===== src/shared/aflg_cfg.svh =====
`ifndef AFLG_CFG_SVH
`define AFLG_CFG_SVH
// ----------------------------------------------------------------
// Register map, byte addresses on the APB
// ----------------------------------------------------------------
`define AFLG_AW 8
`define AFLG_OFF_OPA 8'h00
`define AFLG_OFF_OPB 8'h04
`define AFLG_OFF_CMD 8'h08
`define AFLG_OFF_RES 8'h0C
`define AFLG_OFF_FLAGS 8'h10
`define AFLG_ZERO32 32'h0000_0000
// ----------------------------------------------------------------
// Command word fields
// ----------------------------------------------------------------
`define AFLG_CMD_OP 3:0
`define AFLG_CMD_BIT 6:4
`define AFLG_CMD_SRC 8
`define AFLG_CMD_DST 9
// ----------------------------------------------------------------
// Flag bit positions, width and reset value
// ----------------------------------------------------------------
`define AFLG_FLG_W 5
`define AFLG_FLG_N 4
`define AFLG_FLG_V 3
`define AFLG_FLG_Z 2
`define AFLG_FLG_DC 1
`define AFLG_FLG_C 0
`define AFLG_FLG_POR 5'h00
`define AFLG_LO 4:0
`define AFLG_UP 31:5
// ----------------------------------------------------------------
// Flags touched by each instruction class
// ----------------------------------------------------------------
`define AFLG_AFF_ARITH 5'h1F
`define AFLG_AFF_LOGIC 5'h14
`define AFLG_AFF_CLR 5'h04
`define AFLG_AFF_ROT 5'h17
`define AFLG_AFF_NONE 5'h00
`endif


===== src/shared/aflg_pkg.sv =====
`include "aflg_cfg.svh"
package aflg_pkg;
   typedef enum logic [3:0] {
      AFLG_ADD, AFLG_SUB, AFLG_AND, AFLG_IOR, AFLG_XOR, AFLG_CLR,
      AFLG_RRF, AFLG_RLF, AFLG_MOVW, AFLG_SWAP, AFLG_BSF, AFLG_BCF
   } aflg_op_e;

   // Which flags an instruction writes; others keep their value
   function automatic logic [4:0] aflg_aff_mask(aflg_op_e op);
      unique case (op)
         AFLG_ADD, AFLG_SUB: return `AFLG_AFF_ARITH;
         AFLG_AND, AFLG_IOR, AFLG_XOR: return `AFLG_AFF_LOGIC;
         AFLG_CLR: return `AFLG_AFF_CLR;
         AFLG_RRF, AFLG_RLF: return `AFLG_AFF_ROT;
         default: return `AFLG_AFF_NONE;
      endcase
   endfunction : aflg_aff_mask
endpackage : aflg_pkg


===== src/shared/aflg_if.sv =====
`timescale 1ns/1ps
interface aflg_if;
   aflg_pkg::aflg_op_e op;
   logic [2:0] bsel;
   logic [7:0] opa;
   logic [7:0] opb;
   logic [7:0] res;
   logic [4:0] flags;
   logic [4:0] nflags;
   logic [4:0] aff;
   logic [4:0] fwr_data;
   logic upd_en;
   logic fwr_en;
   modport alu (input op, bsel, opa, opb, flags,
                output res, nflags, aff);
   modport freg (input upd_en, fwr_en, fwr_data, nflags, aff,
                 output flags);
   modport core (output op, bsel, opa, opb, upd_en, fwr_en, fwr_data,
                 input res, nflags, aff, flags);
endinterface : aflg_if


===== src/rtl/aflg_top.sv =====
// Functional notes
// - Flags as destination of a flag-changing op keeps ALU flags, not data.
// - Clearing the flags register sets zero and keeps the other flags.
// - Flags register is 8 bits; top three read zero, low five R/W.
// - Negative flag, bit 4, copies result MSB.
// - Overflow flag, bit 3, marks signed overflow changing the sign bit.
// - Zero flag, bit 2, set when the result is zero.
// - Nibble carry, bit 1, is the carry out of bit 3 on add/sub.
// - Carry, bit 0, is the carry out of the MSB on add/sub.
// - Subtract adds the two's complement; carries act as inverted borrows.
// - Rotates load nibble carry from source bit 4 or bit 3.
// - Rotates load carry from source high or low bit.
// - Flags register works as source or destination of any op.
`timescale 1ns/1ps
`include "aflg_cfg.svh"
module aflg_top (
   input wire logic pclk,
   input wire logic presetn,
   input wire logic psel,
   input wire logic penable,
   input wire logic pwrite,
   input wire logic [7:0] paddr,
   input wire logic [31:0] pwdata,
   output logic [31:0] prdata,
   output logic pready,
   output logic pslverr
);
   // ----------------------------------------------------------------
   // State
   // ----------------------------------------------------------------
   typedef struct packed {
      logic [7:0] opa;
      logic [7:0] opb;
      aflg_pkg::aflg_op_e op;
      logic [2:0] bsel;
      logic src_f;
      logic dst_f;
      logic [7:0] res;
      logic go;
      logic pready;
      logic pslverr;
      logic [31:0] prdata;
   } aflg_top_s;

   aflg_top_s s_r;
   aflg_top_s s_nxt;
   aflg_if f ();
   logic acc;
   logic wr_done;
   logic flags_wr;

   // ----------------------------------------------------------------
   // Datapath and flag register
   // ----------------------------------------------------------------
   aflg_alu u_alu (
      .f (f.alu)
   );

   aflg_freg u_freg (
      .pclk (pclk),
      .presetn (presetn),
      .f (f.freg)
   );

   // Address decode for the error answer; the read mux has its own case
   function automatic logic addr_ok(logic [7:0] a);
      return (a == `AFLG_OFF_OPA) || (a == `AFLG_OFF_OPB) ||
             (a == `AFLG_OFF_CMD) || (a == `AFLG_OFF_RES) ||
             (a == `AFLG_OFF_FLAGS);
   endfunction : addr_ok

   // Read data; upper bits of the flags word are always zero
   function automatic logic [31:0] rd_data(logic [7:0] a,
                                           aflg_top_s s,
                                           logic [4:0] fl);
      logic [31:0] d;
      d = `AFLG_ZERO32;
      unique case (a)
         `AFLG_OFF_OPA: d[7:0] = s.opa;
         `AFLG_OFF_OPB: d[7:0] = s.opb;
         `AFLG_OFF_CMD: begin
            d[`AFLG_CMD_OP] = s.op;
            d[`AFLG_CMD_BIT] = s.bsel;
            d[`AFLG_CMD_SRC] = s.src_f;
            d[`AFLG_CMD_DST] = s.dst_f;
         end
         `AFLG_OFF_RES: d[7:0] = s.res;
         `AFLG_OFF_FLAGS: d[`AFLG_LO] = fl;
         default: d = `AFLG_ZERO32;
      endcase
      return d;
   endfunction : rd_data

   // ----------------------------------------------------------------
   // Bus and execute control
   // ----------------------------------------------------------------
   assign acc = psel && penable;
   assign wr_done = acc && s_r.pready && pwrite;
   assign flags_wr = wr_done && (paddr == `AFLG_OFF_FLAGS);

   // One wait state: pready comes from a flop, so the answer
   // always arrives in the second access cycle
   always_comb begin
      s_nxt = s_r;
      s_nxt.pready = 1'b0;
      s_nxt.go = 1'b0;
      if (acc && !s_r.pready) begin
         s_nxt.pready = 1'b1;
         s_nxt.pslverr = !addr_ok(paddr);
         s_nxt.prdata = pwrite ? `AFLG_ZERO32 :
                        rd_data(paddr, s_r, f.flags);
      end
      if (wr_done) begin
         unique case (paddr)
            `AFLG_OFF_OPA: s_nxt.opa = pwdata[7:0];
            `AFLG_OFF_OPB: s_nxt.opb = pwdata[7:0];
            `AFLG_OFF_CMD: begin
               s_nxt.op = aflg_pkg::aflg_op_e'(pwdata[`AFLG_CMD_OP]);
               s_nxt.bsel = pwdata[`AFLG_CMD_BIT];
               s_nxt.src_f = pwdata[`AFLG_CMD_SRC];
               s_nxt.dst_f = pwdata[`AFLG_CMD_DST];
               s_nxt.go = 1'b1;
            end
            default: s_nxt.go = 1'b0;
         endcase
      end
      // The result register always captures, even when it goes to flags
      if (s_r.go) begin
         s_nxt.res = f.res;
      end
   end

   always_ff @(posedge pclk or negedge presetn) begin
      if (!presetn) begin
         s_r <= '0;
      end else begin
         s_r <= s_nxt;
      end
   end

   // ----------------------------------------------------------------
   // Operand routing to the ALU and flag register
   // ----------------------------------------------------------------
   // The flags register is an ordinary operand when selected
   assign f.op = s_r.op;
   assign f.bsel = s_r.bsel;
   assign f.opa = s_r.opa;
   assign f.opb = s_r.src_f ? {3'b000, f.flags} : s_r.opb;
   assign f.upd_en = s_r.go;
   // An op that owns any flag blocks the data write to all five bits,
   // so a clear aimed at the flags sets zero and keeps the rest
   assign f.fwr_en = (s_r.go && s_r.dst_f && (f.aff == `AFLG_AFF_NONE)) ||
                     flags_wr;
   assign f.fwr_data = s_r.go ? f.res[`AFLG_LO] : pwdata[`AFLG_LO];

   assign prdata = s_r.prdata;
   assign pready = s_r.pready;
   assign pslverr = s_r.pslverr;

   // ----------------------------------------------------------------
   // Checks
   // ----------------------------------------------------------------
   logic is_add;
   logic is_sub;
   logic is_rrf;
   logic is_rlf;
   logic [8:0] add_ref;
   assign is_add = s_r.go && (s_r.op == aflg_pkg::AFLG_ADD);
   assign is_sub = s_r.go && (s_r.op == aflg_pkg::AFLG_SUB);
   assign is_rrf = s_r.go && (s_r.op == aflg_pkg::AFLG_RRF);
   assign is_rlf = s_r.go && (s_r.op == aflg_pkg::AFLG_RLF);
   assign add_ref = {1'b0, f.opa} + {1'b0, f.opb};

   property p_dst_flags;
      @(posedge pclk) disable iff (!presetn)
      s_r.go && s_r.dst_f |=>
         ((f.flags & $past(f.aff)) == ($past(f.nflags) & $past(f.aff)));
   endproperty
   a_dst_flags: assert property (p_dst_flags)
      else $error("flag results lost when flags are the destination");

   property p_clr_flags;
      @(posedge pclk) disable iff (!presetn)
      s_r.go && s_r.dst_f && (s_r.op == aflg_pkg::AFLG_CLR) |=>
         f.flags[`AFLG_FLG_Z] &&
         (f.flags[`AFLG_FLG_N] == $past(f.flags[`AFLG_FLG_N])) &&
         (f.flags[`AFLG_FLG_V] == $past(f.flags[`AFLG_FLG_V])) &&
         (f.flags[`AFLG_FLG_DC] == $past(f.flags[`AFLG_FLG_DC])) &&
         (f.flags[`AFLG_FLG_C] == $past(f.flags[`AFLG_FLG_C]));
   endproperty
   a_clr_flags: assert property (p_clr_flags)
      else $error("clear of flags did not give zero set, rest kept");

   property p_upper_zero;
      @(posedge pclk) disable iff (!presetn)
      psel && !penable && !pwrite && (paddr == `AFLG_OFF_FLAGS) ##1
      psel && penable ##1 pready |-> (prdata[`AFLG_UP] == 27'h000_0000);
   endproperty
   a_upper_zero: assert property (p_upper_zero)
      else $error("flags readback has upper bits set");

   property p_neg;
      @(posedge pclk) disable iff (!presetn)
      s_r.go && f.aff[`AFLG_FLG_N] |=> f.flags[`AFLG_FLG_N] == s_r.res[7];
   endproperty
   a_neg: assert property (p_neg)
      else $error("negative flag differs from result msb");

   property p_ovf;
      @(posedge pclk) disable iff (!presetn)
      is_add |-> f.nflags[`AFLG_FLG_V] ==
         ((f.opa[7] == f.opb[7]) && (f.res[7] != f.opa[7]));
   endproperty
   a_ovf: assert property (p_ovf)
      else $error("overflow flag wrong on add");

   property p_zero;
      @(posedge pclk) disable iff (!presetn)
      s_r.go && f.aff[`AFLG_FLG_Z] && !s_r.dst_f |=>
         f.flags[`AFLG_FLG_Z] == (s_r.res == 8'h00);
   endproperty
   a_zero: assert property (p_zero)
      else $error("zero flag does not match result");

   property p_sub_dc;
      @(posedge pclk) disable iff (!presetn)
      is_sub |-> f.nflags[`AFLG_FLG_DC] == (f.opb[3:0] >= f.opa[3:0]);
   endproperty
   a_sub_dc: assert property (p_sub_dc)
      else $error("nibble borrow polarity wrong on subtract");

   property p_sub_c;
      @(posedge pclk) disable iff (!presetn)
      is_sub |-> f.nflags[`AFLG_FLG_C] == (f.opb >= f.opa);
   endproperty
   a_sub_c: assert property (p_sub_c)
      else $error("borrow polarity wrong on subtract");

   property p_add_c;
      @(posedge pclk) disable iff (!presetn)
      is_add |-> (f.nflags[`AFLG_FLG_C] == add_ref[8]) &&
                 (f.res == add_ref[7:0]);
   endproperty
   a_add_c: assert property (p_add_c)
      else $error("carry out of msb wrong on add");

   property p_rot;
      @(posedge pclk) disable iff (!presetn)
      (is_rrf |-> (f.nflags[`AFLG_FLG_C] == f.opb[0]) &&
                  (f.nflags[`AFLG_FLG_DC] == f.opb[4])) and
      (is_rlf |-> (f.nflags[`AFLG_FLG_C] == f.opb[7]) &&
                  (f.nflags[`AFLG_FLG_DC] == f.opb[3]));
   endproperty
   a_rot: assert property (p_rot)
      else $error("rotate did not load carries from source");

   property p_src_flags;
      @(posedge pclk) disable iff (!presetn)
      s_r.go && s_r.src_f |-> f.opb == {3'b000, f.flags};
   endproperty
   a_src_flags: assert property (p_src_flags)
      else $error("flags not used as source operand");

   property p_hold;
      @(posedge pclk) disable iff (!presetn)
      s_r.go && (!s_r.dst_f || (f.aff != `AFLG_AFF_NONE)) |=>
         ((f.flags & ~$past(f.aff)) == ($past(f.flags) & ~$past(f.aff)));
   endproperty
   a_hold: assert property (p_hold)
      else $error("unaffected flag changed");

   property p_wait;
      @(posedge pclk) disable iff (!presetn)
      psel && !penable ##1 psel && penable |-> !pready ##1 pready;
   endproperty
   a_wait: assert property (p_wait)
      else $error("access answer not in second access cycle");

   c_clr_flags: cover property (@(posedge pclk) disable iff (!presetn)
      s_r.go && s_r.dst_f && (s_r.op == aflg_pkg::AFLG_CLR));
   c_sub_borrow: cover property (@(posedge pclk) disable iff (!presetn)
      is_sub && !f.nflags[`AFLG_FLG_C]);
   c_rotate: cover property (@(posedge pclk) disable iff (!presetn)
      is_rrf || is_rlf);
   c_bad_addr: cover property (@(posedge pclk) disable iff (!presetn)
      pready && pslverr);
endmodule : aflg_top


===== src/rtl/aflg_alu.sv =====
`timescale 1ns/1ps
`include "aflg_cfg.svh"
module aflg_alu (
   aflg_if.alu f
);
   // ----------------------------------------------------------------
   // Result and flag derivation, purely combinational
   // ----------------------------------------------------------------
   always_comb begin
      logic [8:0] sum;
      logic [4:0] lo;
      logic [7:0] y;
      logic [7:0] r;
      logic sub;
      sum = '0;
      lo = '0;
      sub = (f.op == aflg_pkg::AFLG_SUB);
      y = sub ? ~f.opa : f.opa;
      r = f.opb;
      f.nflags = f.flags;
      f.aff = aflg_pkg::aflg_aff_mask(f.op);
      unique case (f.op)
         aflg_pkg::AFLG_ADD, aflg_pkg::AFLG_SUB: begin
            // Subtract adds the inverse plus one: carries mean no borrow
            sum = {1'b0, f.opb} + {1'b0, y} + {8'h00, sub};
            lo = {1'b0, f.opb[3:0]} + {1'b0, y[3:0]} + {4'h0, sub};
            r = sum[7:0];
            f.nflags[`AFLG_FLG_C] = sum[8];
            f.nflags[`AFLG_FLG_DC] = lo[4];
            f.nflags[`AFLG_FLG_V] = (f.opb[7] == y[7]) &&
                                    (r[7] != f.opb[7]);
         end
         aflg_pkg::AFLG_AND: r = f.opa & f.opb;
         aflg_pkg::AFLG_IOR: r = f.opa | f.opb;
         aflg_pkg::AFLG_XOR: r = f.opa ^ f.opb;
         aflg_pkg::AFLG_CLR: r = 8'h00;
         aflg_pkg::AFLG_RRF: begin
            r = {f.flags[`AFLG_FLG_C], f.opb[7:1]};
            f.nflags[`AFLG_FLG_C] = f.opb[0];
            f.nflags[`AFLG_FLG_DC] = f.opb[4];
         end
         aflg_pkg::AFLG_RLF: begin
            r = {f.opb[6:0], f.flags[`AFLG_FLG_C]};
            f.nflags[`AFLG_FLG_C] = f.opb[7];
            f.nflags[`AFLG_FLG_DC] = f.opb[3];
         end
         aflg_pkg::AFLG_MOVW: r = f.opa;
         aflg_pkg::AFLG_SWAP: r = {f.opb[3:0], f.opb[7:4]};
         aflg_pkg::AFLG_BSF: r = f.opb | (8'h01 << f.bsel);
         aflg_pkg::AFLG_BCF: r = f.opb & ~(8'h01 << f.bsel);
         default: r = f.opb;
      endcase
      f.nflags[`AFLG_FLG_N] = r[7];
      f.nflags[`AFLG_FLG_Z] = (r == 8'h00);
      f.res = r;
   end
endmodule : aflg_alu


===== src/rtl/aflg_freg.sv =====
`timescale 1ns/1ps
`include "aflg_cfg.svh"
module aflg_freg (
   input wire logic pclk,
   input wire logic presetn,
   aflg_if.freg f
);
   typedef struct packed {
      logic [4:0] flags;
   } aflg_freg_s;
   aflg_freg_s s_r;
   aflg_freg_s s_nxt;

   // ----------------------------------------------------------------
   // Per-bit update: ALU result beats a plain write to the register
   // ----------------------------------------------------------------
   always_comb begin
      s_nxt = s_r;
      for (int i = 0; i < `AFLG_FLG_W; i++) begin
         if (f.upd_en && f.aff[i]) begin
            s_nxt.flags[i] = f.nflags[i];
         end else if (f.fwr_en) begin
            s_nxt.flags[i] = f.fwr_data[i];
         end
      end
   end

   // Untouched bits hold, so unaffected flags keep their value
   always_ff @(posedge pclk or negedge presetn) begin
      if (!presetn) begin
         s_r.flags <= `AFLG_FLG_POR;
      end else begin
         s_r <= s_nxt;
      end
   end

   assign f.flags = s_r.flags;
endmodule : aflg_freg


===== config.mk =====
export PLATFORM = sky130hd
export DESIGN_NAME = aflg_top
export DESIGN_NICKNAME = d
export VERILOG_FILES = /design/src/shared/aflg_pkg.sv /design/src/shared/aflg_if.sv /design/src/rtl/aflg_top.sv /design/src/rtl/aflg_alu.sv /design/src/rtl/aflg_freg.sv
export VERILOG_INCLUDE_DIRS = /design/src /design/src/shared
export SDC_FILE = /design/constraint.sdc
export NUM_CORES = 1
export LEC_CHECK = 0
export ABC_AREA = 1
export BUFFER_PORTS_ARGS = -buffer_cell sky130_fd_sc_hd__buf_4
export CAP_MARGIN = 20
export CORE_MARGIN = 10
export CORE_UTILIZATION = 60
export DETAILED_ROUTE_END_ITERATION = 8
export PLACE_DENSITY = 0.84
export SYNTH_ARGS = -nofsm -noshare
export SYNTH_HDL_FRONTEND = slang
export SYNTH_SLANG_ARGS = --single-unit

===== constraint.sdc =====
create_clock -name pclk -period 7.48 [get_ports pclk]
set_input_delay 0 -clock pclk [delete_from_list [all_inputs] [get_ports pclk]]
set_output_delay 0 -clock pclk [all_outputs]
set_load 0.05 [all_outputs]

; ---- Word level (Yosys, flattened, before mapping)
; Memories as Yosys holds them, arrays and structs flattened.
; Index checks and enable logic that the tools add are counted.
; W data, S select, Z words.
[totals]
elab_cells = 110
n_memories = 1
inputBits = 45
output_inout_bits = 34
reg_bits = 73
romBits = 32
[classes]
n_eq_ne = 20
reduce_logical = 36
n_mux = 25
add_sub_neg = 4
shifts = 1
bitwise_logic = 7
[memory_table]
columns = memory, depth, width, rd, rd_ports_with_merged_regs, write_ports, line_no
row1 = (name not given), 8, 4, 1, 0, 0, aflg_pkg.sv:10  ; unique case (op)
[op_table]
columns = cell, n
row1 = $pmux W8 S11, 1
row2 = $mux W34, 1
row3 = $pmux W5 S5, 1
row4 = $and A8 B8 Y8, 2
row5 = $eq A4 B3 Y1 const B, 4
row6 = $eq A4 B4 Y1 const B, 4
row7 = $eq A8 B4 Y1 const B, 2
row8 = $logic_not A8 Y1, 2
row9 = $mux W8, 2
row10 = $not A8 Y8, 2
row11 = $or A8 B8 Y8, 2
row12 = $logic_and A1 B1 Y1, 13
row13 = $mux W1, 13
row14 = $reduce_and A2 Y1, 6
row15 = $mux W10, 1
row16 = $mux W5, 2
row17 = $reduce_bool A2 Y1, 5
row18 = $add A8 B8 Y9, 1
row19 = $add A9 B1 Y9, 1
row20 = $eq A4 B2 Y1 const B, 2
row21 = $eq A8 B3 Y1 const B, 1
row22 = $eq A8 B5 Y1 const B, 1
row23 = $ne A4 B4 Y1 const B, 2
row24 = $pmux W2 S4, 1
row25 = 16 further kinds, 21

; ---- Depth between registers and ports, before layout
; Gate-level depths: netlist (run 1).
[depth]
word_depth = 8
depth_mapped = 20
depth_no_buf = 20

; ---- Cells and area by module
; A second synthesis (run 1) with hierarchy kept.
[unflattened]
cells_unflattened = 680
area_unflattened_um2 = 4431.8
[by_module_without_submodules]
columns = module, cells_each, instances, seq_area_each_um2, area_per_inst_um2
row1 = aflg_top, 320, 1, 1151.1, 2570.0
row2 = aflg_alu, 315, 1, 0.0, 1567.8
row3 = aflg_freg, 45, 1, 125.1, 294.0

; ---- Worst setup path before layout (run 1)
; OpenSTA, ideal clock, no wires.
[synth_path]
kind = register -> register
start = reg s_r (netlist bit f.op[1])
end = reg u_freg.f.flags[1] (netlist name)
required_time_ns = 7.402
synth_period_minus_slack_ns = 2.351
path_slack_ns = 5.129
setup_time_ns = 0.078
t_arrival_ns = 2.274
n_path_buf = 0
stages_incl_launch_ff = 14
cell_sequence = dfrtp_1 -> inv_4 -> nand2_2 -> nor2_8 -> xor2_1 -> fa_1 -> or2_2 -> nand3_1 -> nor2_1 -> nand3_1 -> nand3_1 -> o211ai_1 -> nand2_1 -> o21ai_1
[synth_between]
elab_chain_len = 8
word_cells_on_any_way = 32
classes_between = add/sub: 4 / eq/ne: 12 / mux: 7 / reduce/logical: 8 / memory: 1
[synth_lines]
columns = element, line_no
row1 = "start, declared", aflg_top.sv:45  ; aflg_top_s s_r;
row2 = "start signal, assigned", aflg_top.sv:137  ; s_r <= s_nxt;
row3 = $eq A4 B1 Y1, "aflg_alu.sv:17, aflg_alu.sv:22"
row4 = $mux W8, aflg_alu.sv:18  ; y = sub ? ~f.opa : f.opa;
row5 = $add A8 B8 Y9, aflg_alu.sv:25  ; sum = {1'b0, f.opb} + {1'b0, y} + {8'h00, sub};
row6 = $add A9 B1 Y9, aflg_alu.sv:25
row7 = $pmux W8 S11, aflg_alu.sv:22  ; unique case (f.op)
row8 = $mux W5, aflg_top.sv:154  ; assign f.fwr_data = s_r.go ? f.res[`AFLG_LO] : pwdata[`AFLG_LO];
row9 = $mux W1, aflg_freg.sv:22  ; end else if (f.fwr_en) begin
row10 = $mux W1, aflg_freg.sv:20  ; if (f.upd_en && f.aff[i]) begin
; Parallel ways exist; a longest one is shown, timed or not. The select of a mux whose other input is x is not followed.
; A chain may end at the register's enable or synchronous reset.

; ---- Final worst setup path (run 1)
[layout_path]
start = reg s_r[44] (netlist bit)
end = reg u_freg.f.flags[4] (netlist name)
[layout_between]
elab_chain_len = 7
word_cells_on_any_way = 12
classes_between = add/sub: 2 / mux: 5 / bitwise: 5
[layout_lines]
columns = element, line_no
row1 = $mux W8 *, aflg_top.sv:148  ; assign f.opb = s_r.src_f ? {3'b000, f.flags} : s_r.opb;
row2 = $add A8 B8 Y9, aflg_alu.sv:25
row3 = $add A9 B1 Y9, aflg_alu.sv:25
row4 = $pmux W8 S11 *, aflg_alu.sv:22
row5 = $mux W5, aflg_top.sv:154
row6 = $mux W1, aflg_freg.sv:22
row7 = $mux W1 *, aflg_freg.sv:20
; Every way passes the cells marked *; elsewhere a longest branch is shown, timed or not. The select of a mux whose other input is x is not followed.

==> results of run 1 <==
-- logic make-up after synthesis --
| group | after synthesis |
|---|---|
| buffers and inverters | 127 |
| AO/OA/AOI/OAI | 122 |
| other | 1 |
| XOR/XNOR | 8 |
| adder cells (fa/ha/maj) | 11 |
| AND/OR/NAND/NOR | 341 |
| flip-flops | 51 |
-- registers in the layout, summed over array words and instances, names as in the netlist --
name,flops
f.bsel,3
f.op,4
f.opa,8
f.upd_en,1
prdata,10
pready,1
pslverr,1
s_r,18
u_freg.f.flags,5
-- worst max-delay path, stage by stage, from the launching register on --
cell and delay [ns]:
dfrtp_1 0.59, clkinv_1 0.39, nand2_1 0.19, nand2_1 0.22
ha_1 0.42, nand2_1 0.08, nand2_1 0.06, a21oi_1 0.29
nor2_1 0.10, nor2_1 0.21, nor2_1 0.08, a21oi_1 0.32
nand2_1 0.11, nand2_1 0.07, nand2_1 0.04, nand2_1 0.09
nand2_1 0.05, inv_1 0.04
-- layout make-up --
class / instances / area [sq um]
sequential: 51 / 1280
timing repair buffer: 46 / 375
fill: 605 / 2200
inverter: 85 / 322
tap: 96 / 120
clock inverter: 1 / 7.51
multi-input combinational: 504 / 2400
clock buffer: 7 / 96.3
-- routing by layer --
layer	track usage, %	share of wire (%)
met1	33.8	39
met2	38.8	43
met3	5.82	13
met4	12.0	5.3
met5	0	0
-- power groups by stage --
stage	clock network, W	logic (W)	registers [W]
after floorplan	0	0.0000481	0.000289
after global placement	0	0.0000638	0.000286
after detailed placement	0	0.0000652	0.000286
after CTS	0.000180	0.0000703	0.000280
after global routing	0.000193	0.0000764	0.000281
final	0.000180	0.0000719	0.000280
-- repair_timing --
item / CTS / global route
endpoints found under the setup margin: 0 / 0
hold buffers: 12 / 0
endpoints found under the hold margin: 68 / 0
-- cell usage in the layout, fill, tap and decap left out, types with 2 or more instances in the layout --
cell type and count:
nand2_1 205, inv_1 80, nor2_1 71, o21ai_0 70, dfrtp_1 51, nand3_1 44
buf_4 34, conb_1 22, o22ai_1 16, a21oi_1 12, dlygate4sd3_1 12, ha_1 10
xor2_1 7, nand4_1 7, clkbuf_8 7, o211ai_1 5, nor2_2 4, a211oi_1 4
inv_2 3, o21bai_1 3, nand2_2 2, or2_1 2, o31ai_1 2, o221ai_1 2
a31oi_1 2
-- worst min path at each step --
stage / to / cells past startpoint
2_1_floorplan: f.bsel[0] / 0
3_3_place_gp: f.opa[4] / 1
3_5_place_dp: s_r[56] / 1
4_1_cts: f.upd_en / 3
5_1_grt: f.upd_en / 3
6_report: s_r[56] / 2
-- metrics by stage --
stage	hold WS, ns	instances	total power [W]	area (sq um)	utilization [%]
after global placement	0.0534	770	0.000349	4370	64.4
after floorplan	-0.296	682	0.000337	4280	-
final	0.231	790	0.000532	4600	67.7
after CTS	0.217	790	0.000531	4600	67.7
after global routing	0.246	790	0.000550	4600	67.7
after detailed placement	0.0612	770	0.000351	4370	64.4
==> results.toml, run 1 <==
[timing]
maxSlewViolCount = 0
worstMarginPinSlew_ns = 1.01
hold_violations = 0
finalSetupTns_ns = 0
rsz0062_at_grt = "no"
relSlewSlack_pct = 32.7
min_period_ns = 3.43
fmax_mhz = 292
fin_worst_skew_ns = 0.00716
setup_slack_ns = 4.05
finalCritPeriodShare_pct = 45.8
setup_viol_count_final = 0

[route]
drtIter0Drc = 721
postRouteAntennaNets = 0
num_vias = 4643
drt_wl_total_um = 14300
avgRoutedWirePerCell_um = 18.1
vias_per_cell = 5.88
firstDrtPassIters = 7
remaining_drc_errors = 0

[yosys]
ys.flop_type = "dfrtp_1"
synth-compound-area-share_pct = 16.5
synth-simple-area-share_pct = 33.6
syn_area_per_cell_sq_um = 6.36
muxShareOfSynthArea_pct = 0
ys_ff_latch = 51
ys_seq_area_share_pct = 30.4
yosys-top-cells-count = "nand2_1, inv_1, nor2_1"
synth_top_cell_area_share_pct = 30.4
ys_warn_count = 0
synthAdderAreaFrac_pct = 3.45
ys_async_sr_fraction_pct = 100
synth_edf_count = 0
yosys-top-cells-area = "dfrtp_1, nand2_1, o21ai_0"
synth_xor_area_share_pct = 1.67
postSynthCellCount = 661
syn_area_sq_um = 4200
synth_most_common_cell = "nand2_1"
synth_top_family_by_area = "simple AND/OR/NAND/NOR gates"
synth_cell_types = 41
yosysTopAreaCell = "dfrtp_1"

[pwr]
p_per_area_nw_per_um2 = 116
ir_drop_mv = 0.126
power_frac_clock_pct = 33.8
pwr-share-comb_pct = 13.5
p_seq_share_pct = 52.7
p_sw_share_pct = 28.6
p_leak_nw = 2.37
power_switching_w = 0.000152
p_int_w = 0.000380

[placement]
gp_congestion = 1.02
hpwlAfterDp_um = 10900
io_buffers = 34
post-place-ws_ns = 4.30

[min_path]
worst_hold_path_type = "input pin to async pin"

[finish]
area_delta_synth_final_pct = 9.41
nets = 749
antenna_cells = 0
layout-drive-gt1-share_pct = 8.07

[flow_run]
max_cap_viol_count = 0

[setup_path]
cp_max_fo = 11
setup.worst_path.end = "u_freg.f.flags[4]"
rr_startpoint = "s_r[44]"
cp_data_arrival_time_ns = 3.69
critical_path_class = "flop to flop"
r2r_setup_slack_ns = 4.05
crit_start = "s_r[44]"
start_kind = "flop"
cp-end-kind = "flop"
crit_required_ns = 7.74
r2r-end = "u_freg.f.flags[4]"
reg2regPathDepth = 17

[floorplan]
start_util_pct = 61.8
pin_count = 79
rows = 30
dieArea_sq_um = 10700
coreArea_sq_um = 6790
die_w_um = 104
die_h_um = 104

[global_routing]
grt_max_degree = 52
grt.total_usage_pct = 25.6
grt_pass1_vias = 4349
antenna_found_initial = 0
grt_pass1_wl_um = 22700
grt_overflow = 0

[clock_network]
clkTransAtPathRegs_ns = 0.10
clockRootBuffer = "clkbuf_8"
tritoncts = "built"
cts_num_sinks = 51
cts_resized = 0
insertion_delay_ns = 0.32
numCtsBuffers = 5
cts_setup_buffers = 0
cts.path.max_buffers = 2
h-tree-depth = 2

[status]
status = "completed"
(Power assumes the default switching activity.)
==> run 2: changes to the inputs <==
--- a/config.mk
+++ b/config.mk
@@ -10,9 +10,9 @@
 export BUFFER_PORTS_ARGS = -buffer_cell sky130_fd_sc_hd__buf_4
 export CAP_MARGIN = 20
 export CORE_MARGIN = 10
-export CORE_UTILIZATION = 60
+export CORE_UTILIZATION = 51
 export DETAILED_ROUTE_END_ITERATION = 8
-export PLACE_DENSITY = 0.84
+export PLACE_DENSITY = 0.76
 export SYNTH_ARGS = -nofsm -noshare
 export SYNTH_HDL_FRONTEND = slang
 export SYNTH_SLANG_ARGS = --single-unit
==> constraint.sdc (replaced) <==
create_clock -name pclk -period 3.1 [get_ports pclk]
set_input_delay 0 -clock pclk [delete_from_list [all_inputs] [get_ports pclk]]
set_output_delay 0 -clock pclk [all_outputs]
set_load 0.05 [all_outputs]
==> results.toml, run 2 (same netlist as run 1, synthesis figures left out) <==
[status]
status = "completed"

[min_path]
worst_hold_path_type = "input pin to flop"
worstHoldPathCells = 3

[route]
avgRoutedWirePerCell_um = 18.5
vias_per_cell = 5.62
postRouteAntennaNets = 0
drtIter0Drc = 531
remaining_drc_errors = 0
drt_wl_total_um = 15100
firstDrtPassIters = 6
num_vias = 4572

[setup_path]
crit_family = "simple AND/OR/NAND/NOR gates"
cp_max_fo = 9
start_kind = "flop"
critical_path_class = "flop to flop"
cp_data_arrival_time_ns = 3.17
slowest_stage = "dfrtp_1"
critical_path_buf_inv_count = 2
cp.depth = 16
cp-end-kind = "flop"
cpPeakStageDelay_ns = 0.46
crit_required_ns = 3.35
crit_path_frequent_cell = "nand2_1"
path_cells = "inv_2, nand2_2, nor2_8, xor2_1, ha_1, nand2_1, inv_1, a21oi_1, nor2_1, o21ai_0, nand3_1, nand3_1, nand2_1, nand2_1, nand2_1, o21bai_1"
reg2regPathDepth = 16
r2r_setup_slack_ns = 0.17

[finish]
fin_util_pct = 57.7
layout_commonest_cell = "nand2_1"
antenna_cells = 0
layout-drive-gt1-share_pct = 10.3
nets = 763
largest_register_ffs = 18
final_cell_mix = "nand2_1, inv_1, nor2_1"
area_delta_synth_final_pct = 11.7
final_cell_area_sq_um = 4690
regMostFlops = "s_r"

[placement]
io_buffers = 34
hpwlAfterDp_um = 12200
place_area_sq_um = 4510
post-place-ws_ns = 0.292
gp_congestion = 1.01

[global_routing]
grt_overflow = 0
grt_pass1_wl_um = 23800
grt_max_degree = 52
grt_pass1_vias = 4369
grt.total_usage_pct = 23.9
antenna_found_initial = 0

[pwr]
p_leak_nw = 2.43
total_power_w = 0.00126
p_per_area_nw_per_um2 = 268
ir_drop_mv = 0.215

[timing]
finalSetupTns_ns = 0
finalCritPeriodShare_pct = 94.4
min_period_ns = 2.93
hold_violations = 0
setup_slack_ns = 0.174
fin_worst_skew_ns = 0.00792
fmax_mhz = 342
maxSlewViolCount = 0
setup_viol_count_final = 0
worstMarginPinSlew_ns = 0.755
rsz0062_at_grt = "no"
relSlewSlack_pct = 49.6

[clock_network]
cts.path.max_buffers = 2
clkTransAtPathRegs_ns = 0.11
cts_num_sinks = 51
numCtsBuffers = 5
insertion_delay_ns = 0.32
clockRootBuffer = "clkbuf_8"
h-tree-depth = 2
tritoncts = "built"
cts_setup_buffers = 0

[floorplan]
dieArea_sq_um = 12300
coreArea_sq_um = 8130
start_util_pct = 51.7
die_h_um = 111
rows = 33
pin_count = 79
die_w_um = 111

[flow_run]
max_cap_viol_count = 0
[run 2: routing by layer]
metal  routed length, um  track usage (%)  up-vias
li1                    -                -     2171
met1                6340             32.7     2119
met2                6700             37.0      240
met3                1450             4.76       42
met4                 576             7.20        0
met5                   0                0        -
[run 2: through the flow]
stage	hold slack (ns)	std cells
floorplan	-0.296	682
global placement	0.0609	796
detailed placement	0.0653	796
CTS	0.00690	813
global route	0.00252	813
finish	0.0131	813
[run 2: power breakdown]
group | switching, W | total (W) | internal (W)
combinational | 0.000129 | 0.000171 | 0.0000423
clock | 0.000248 | 0.000411 | 0.000163
sequential | 0.00000605 | 0.000676 | 0.000670
total | 0.000383 | 0.00126 | 0.000875
[run 2: cell type report]
cell class	count	area [sq um]
flip-flops and latches	51	1280
multi-input cells	504	2400
well taps	105	131
clock buffers	5	68.8
fillers	820	3440
inverters	85	322
repair buffers	60	473
clock inverters	3	22.5
[run 2: repair_timing]
item                                    4_1_cts  5_1_grt
hold buffers                                  9        0
endpoints found under the setup margin        0        0
endpoints found under the hold margin        63        0
gates resized for setup                       0        0
[run 2: path summary, 6_finish.rpt]
path                       startpoint                 to
max                           f.op[2]  u_freg.f.flags[2]
min                         pwdata[7]            s_r[59]
max reg2reg                   f.op[2]  u_freg.f.flags[2]
min reg2reg                   s_r[54]            s_r[54]
max in group asynchronous     presetn            s_r[36]
min in group asynchronous     presetn           f.upd_en
[run 2: worst min-delay path: cells and delay by family]
family	cells	cell delay, ns
AO/OA/AOI/OAI	1	0.16
buffers and inverters	2	0.14
==> run 3: changes to the inputs <==
--- a/config.mk
+++ b/config.mk
@@ -10,9 +10,9 @@
 export BUFFER_PORTS_ARGS = -buffer_cell sky130_fd_sc_hd__buf_4
 export CAP_MARGIN = 20
 export CORE_MARGIN = 10
-export CORE_UTILIZATION = 51
+export CORE_UTILIZATION = 40
 export DETAILED_ROUTE_END_ITERATION = 8
-export PLACE_DENSITY = 0.76
+export PLACE_DENSITY = 0.62
 export SYNTH_ARGS = -nofsm -noshare
 export SYNTH_HDL_FRONTEND = slang
 export SYNTH_SLANG_ARGS = --single-unit
==> results.toml, run 3 (same netlist as run 1, synthesis figures left out) <==
[setup_path]
cp_max_fo = 8
r2r-end = "u_freg.f.flags[2]"
rr_startpoint = "f.op[1]"
crit_required_ns = 3.32
cp_data_arrival_time_ns = 3.01
r2r_setup_slack_ns = 0.31
critical_path_buf_inv_count = 2
cp-end-kind = "flop"
setup.worst_path.end = "u_freg.f.flags[2]"
critical_path_class = "flop to flop"
start_kind = "flop"
crit_path_frequent_cell = "nand2_1"
cp.depth = 17
crit_start = "f.op[1]"
cpPeakStageDelay_ns = 0.47
crit_family = "simple AND/OR/NAND/NOR gates"
reg2regPathDepth = 17
path_cells = "inv_4, nand2_2, nor2_8, xor2_1, ha_1, nand2_1, inv_1, a21oi_1, nor2_1, o21ai_0, nand2_1, nand2_1, nand3_1, nand2_1, nand2_1, nand2_1, o21bai_1"
slowest_stage = "dfrtp_1"

[timing]
fmax_mhz = 358
relSlewSlack_pct = 45.2
min_period_ns = 2.79
hold_violations = 0
finalSetupTns_ns = 0
maxSlewViolCount = 0
setup_viol_count_final = 0
rsz0062_at_grt = "no"
worstMarginPinSlew_ns = 0.819
finalCritPeriodShare_pct = 90.0
fin_worst_skew_ns = 0.0103

[clock_network]
clkTransAtPathRegs_ns = 0.10
cts_num_sinks = 51
insertion_delay_ns = 0.32
h-tree-depth = 2
clockRootBuffer = "clkbuf_8"
cts.path.max_buffers = 2
tritoncts = "built"
numCtsBuffers = 5

[global_routing]
grt_pass1_vias = 4135
antenna_found_initial = 0
grt.total_usage_pct = 19.6
grt_overflow = 0
grt_pass1_wl_um = 22900
grt_max_degree = 52

[finish]
final_cell_area_sq_um = 4780
n_fill_cell = 1093
final_cell_mix = "nand2_1, inv_1, nor2_1"
nets = 765
area_delta_synth_final_pct = 13.8
regMostFlops = "s_r"
antenna_cells = 0
layout-drive-gt1-share_pct = 10.1
layout_commonest_cell = "nand2_1"
largest_register_ffs = 18

[floorplan]
pin_count = 79
die_w_um = 122
die_h_um = 122
rows = 37
coreArea_sq_um = 10300
dieArea_sq_um = 15000
start_util_pct = 40.9

[status]
status = "completed"

[route]
avgRoutedWirePerCell_um = 17.2
vias_per_cell = 5.35
drtIter0Drc = 438
num_vias = 4522
firstDrtPassIters = 5
remaining_drc_errors = 0
drt_wl_total_um = 14600
postRouteAntennaNets = 0

[placement]
hpwlAfterDp_um = 11700
place_area_sq_um = 4540
gp_congestion = 0.950
io_buffers = 34

[pwr]
ir_drop_mv = 0.243
p_per_area_nw_per_um2 = 280
p_leak_nw = 2.46

[min_path]
worst_hold_path_type = "input pin to flop"

[flow_run]
max_cap_viol_count = 0
-- run 3: through the flow --
step	hold slack (ns)	std cells	util (%)	setup WS [ns]	power, W
4_1_cts	0.151	846	46.5	0.312	0.00135
3_3_place_gp	0.0641	826	44.2	0.327	0.000847
6_report	0.157	846	46.5	0.309	0.00134
3_5_place_dp	0.0786	826	44.2	0.343	0.000849
2_1_floorplan	-0.296	682	-	0.749	0.000812
5_1_grt	0.179	846	46.5	0.0396	0.00139
-- run 3: final cells by class --
cell class	instances	area (sq um)	area share [%]
clock buffer	6	82.6	1.73
inverter	85	322	6.73
tap	136	170	3.56
sequential	51	1280	26.7
multi-input combinational	504	2400	50.2
clock inverter	2	35.0	0.733
timing repair buffer	62	495	10.4
-- run 3: worst min path at each step --
stage,to,from,cells after the start,slack (ns)
2_1_floorplan,f.bsel[0],presetn,0,-0.30
3_3_place_gp,s_r[55],presetn,1,0.06
3_5_place_dp,s_r[55],presetn,1,0.08
4_1_cts,f.upd_en,psel,3,0.15
5_1_grt,f.upd_en,psel,3,0.18
6_report,f.upd_en,psel,3,0.16
-- run 3: per-layer routing --
metal | share of wire, % | track usage, % | wire length, um | vias to the layer above
met5 | 0 | 0 | 0 | -
met4 | 2.3 | 4.93 | 334 | 0
met3 | 8.6 | 3.58 | 1260 | 36
met2 | 46 | 31.0 | 6670 | 229
met1 | 43 | 27.0 | 6320 | 2080
li1 | - | - | - | 2177
-- run 3: worst reg2reg max path, stage by stage (launching register included) --
cell      delay, ns
dfrtp_1        0.47
inv_4          0.15
nand2_2        0.12
nor2_8         0.22
xor2_1         0.22
ha_1           0.32
nand2_1        0.09
inv_1          0.05
a21oi_1        0.16
nor2_1         0.08
o21ai_0        0.24
nand2_1        0.09
nand2_1        0.07
nand3_1        0.07
nand2_1        0.07
nand2_1        0.10
nand2_1        0.11
o21bai_1       0.07
-- run 3: what timing repair did --
item	in CTS	in global routing
gates resized for setup	0	0
hold endpoints to repair	69	0
hold buffers	12	0
buffers inserted	0	0
-- run 3: report_power, final --
group | switching, W | internal [W] | leakage, nW
Clock | 0.000230 | 0.000261 | 0.0612
Combinational | 0.000128 | 0.0000450 | 1.74
Sequential | 0.00000601 | 0.000670 | 0.652
Total | 0.000364 | 0.000976 | 2.46
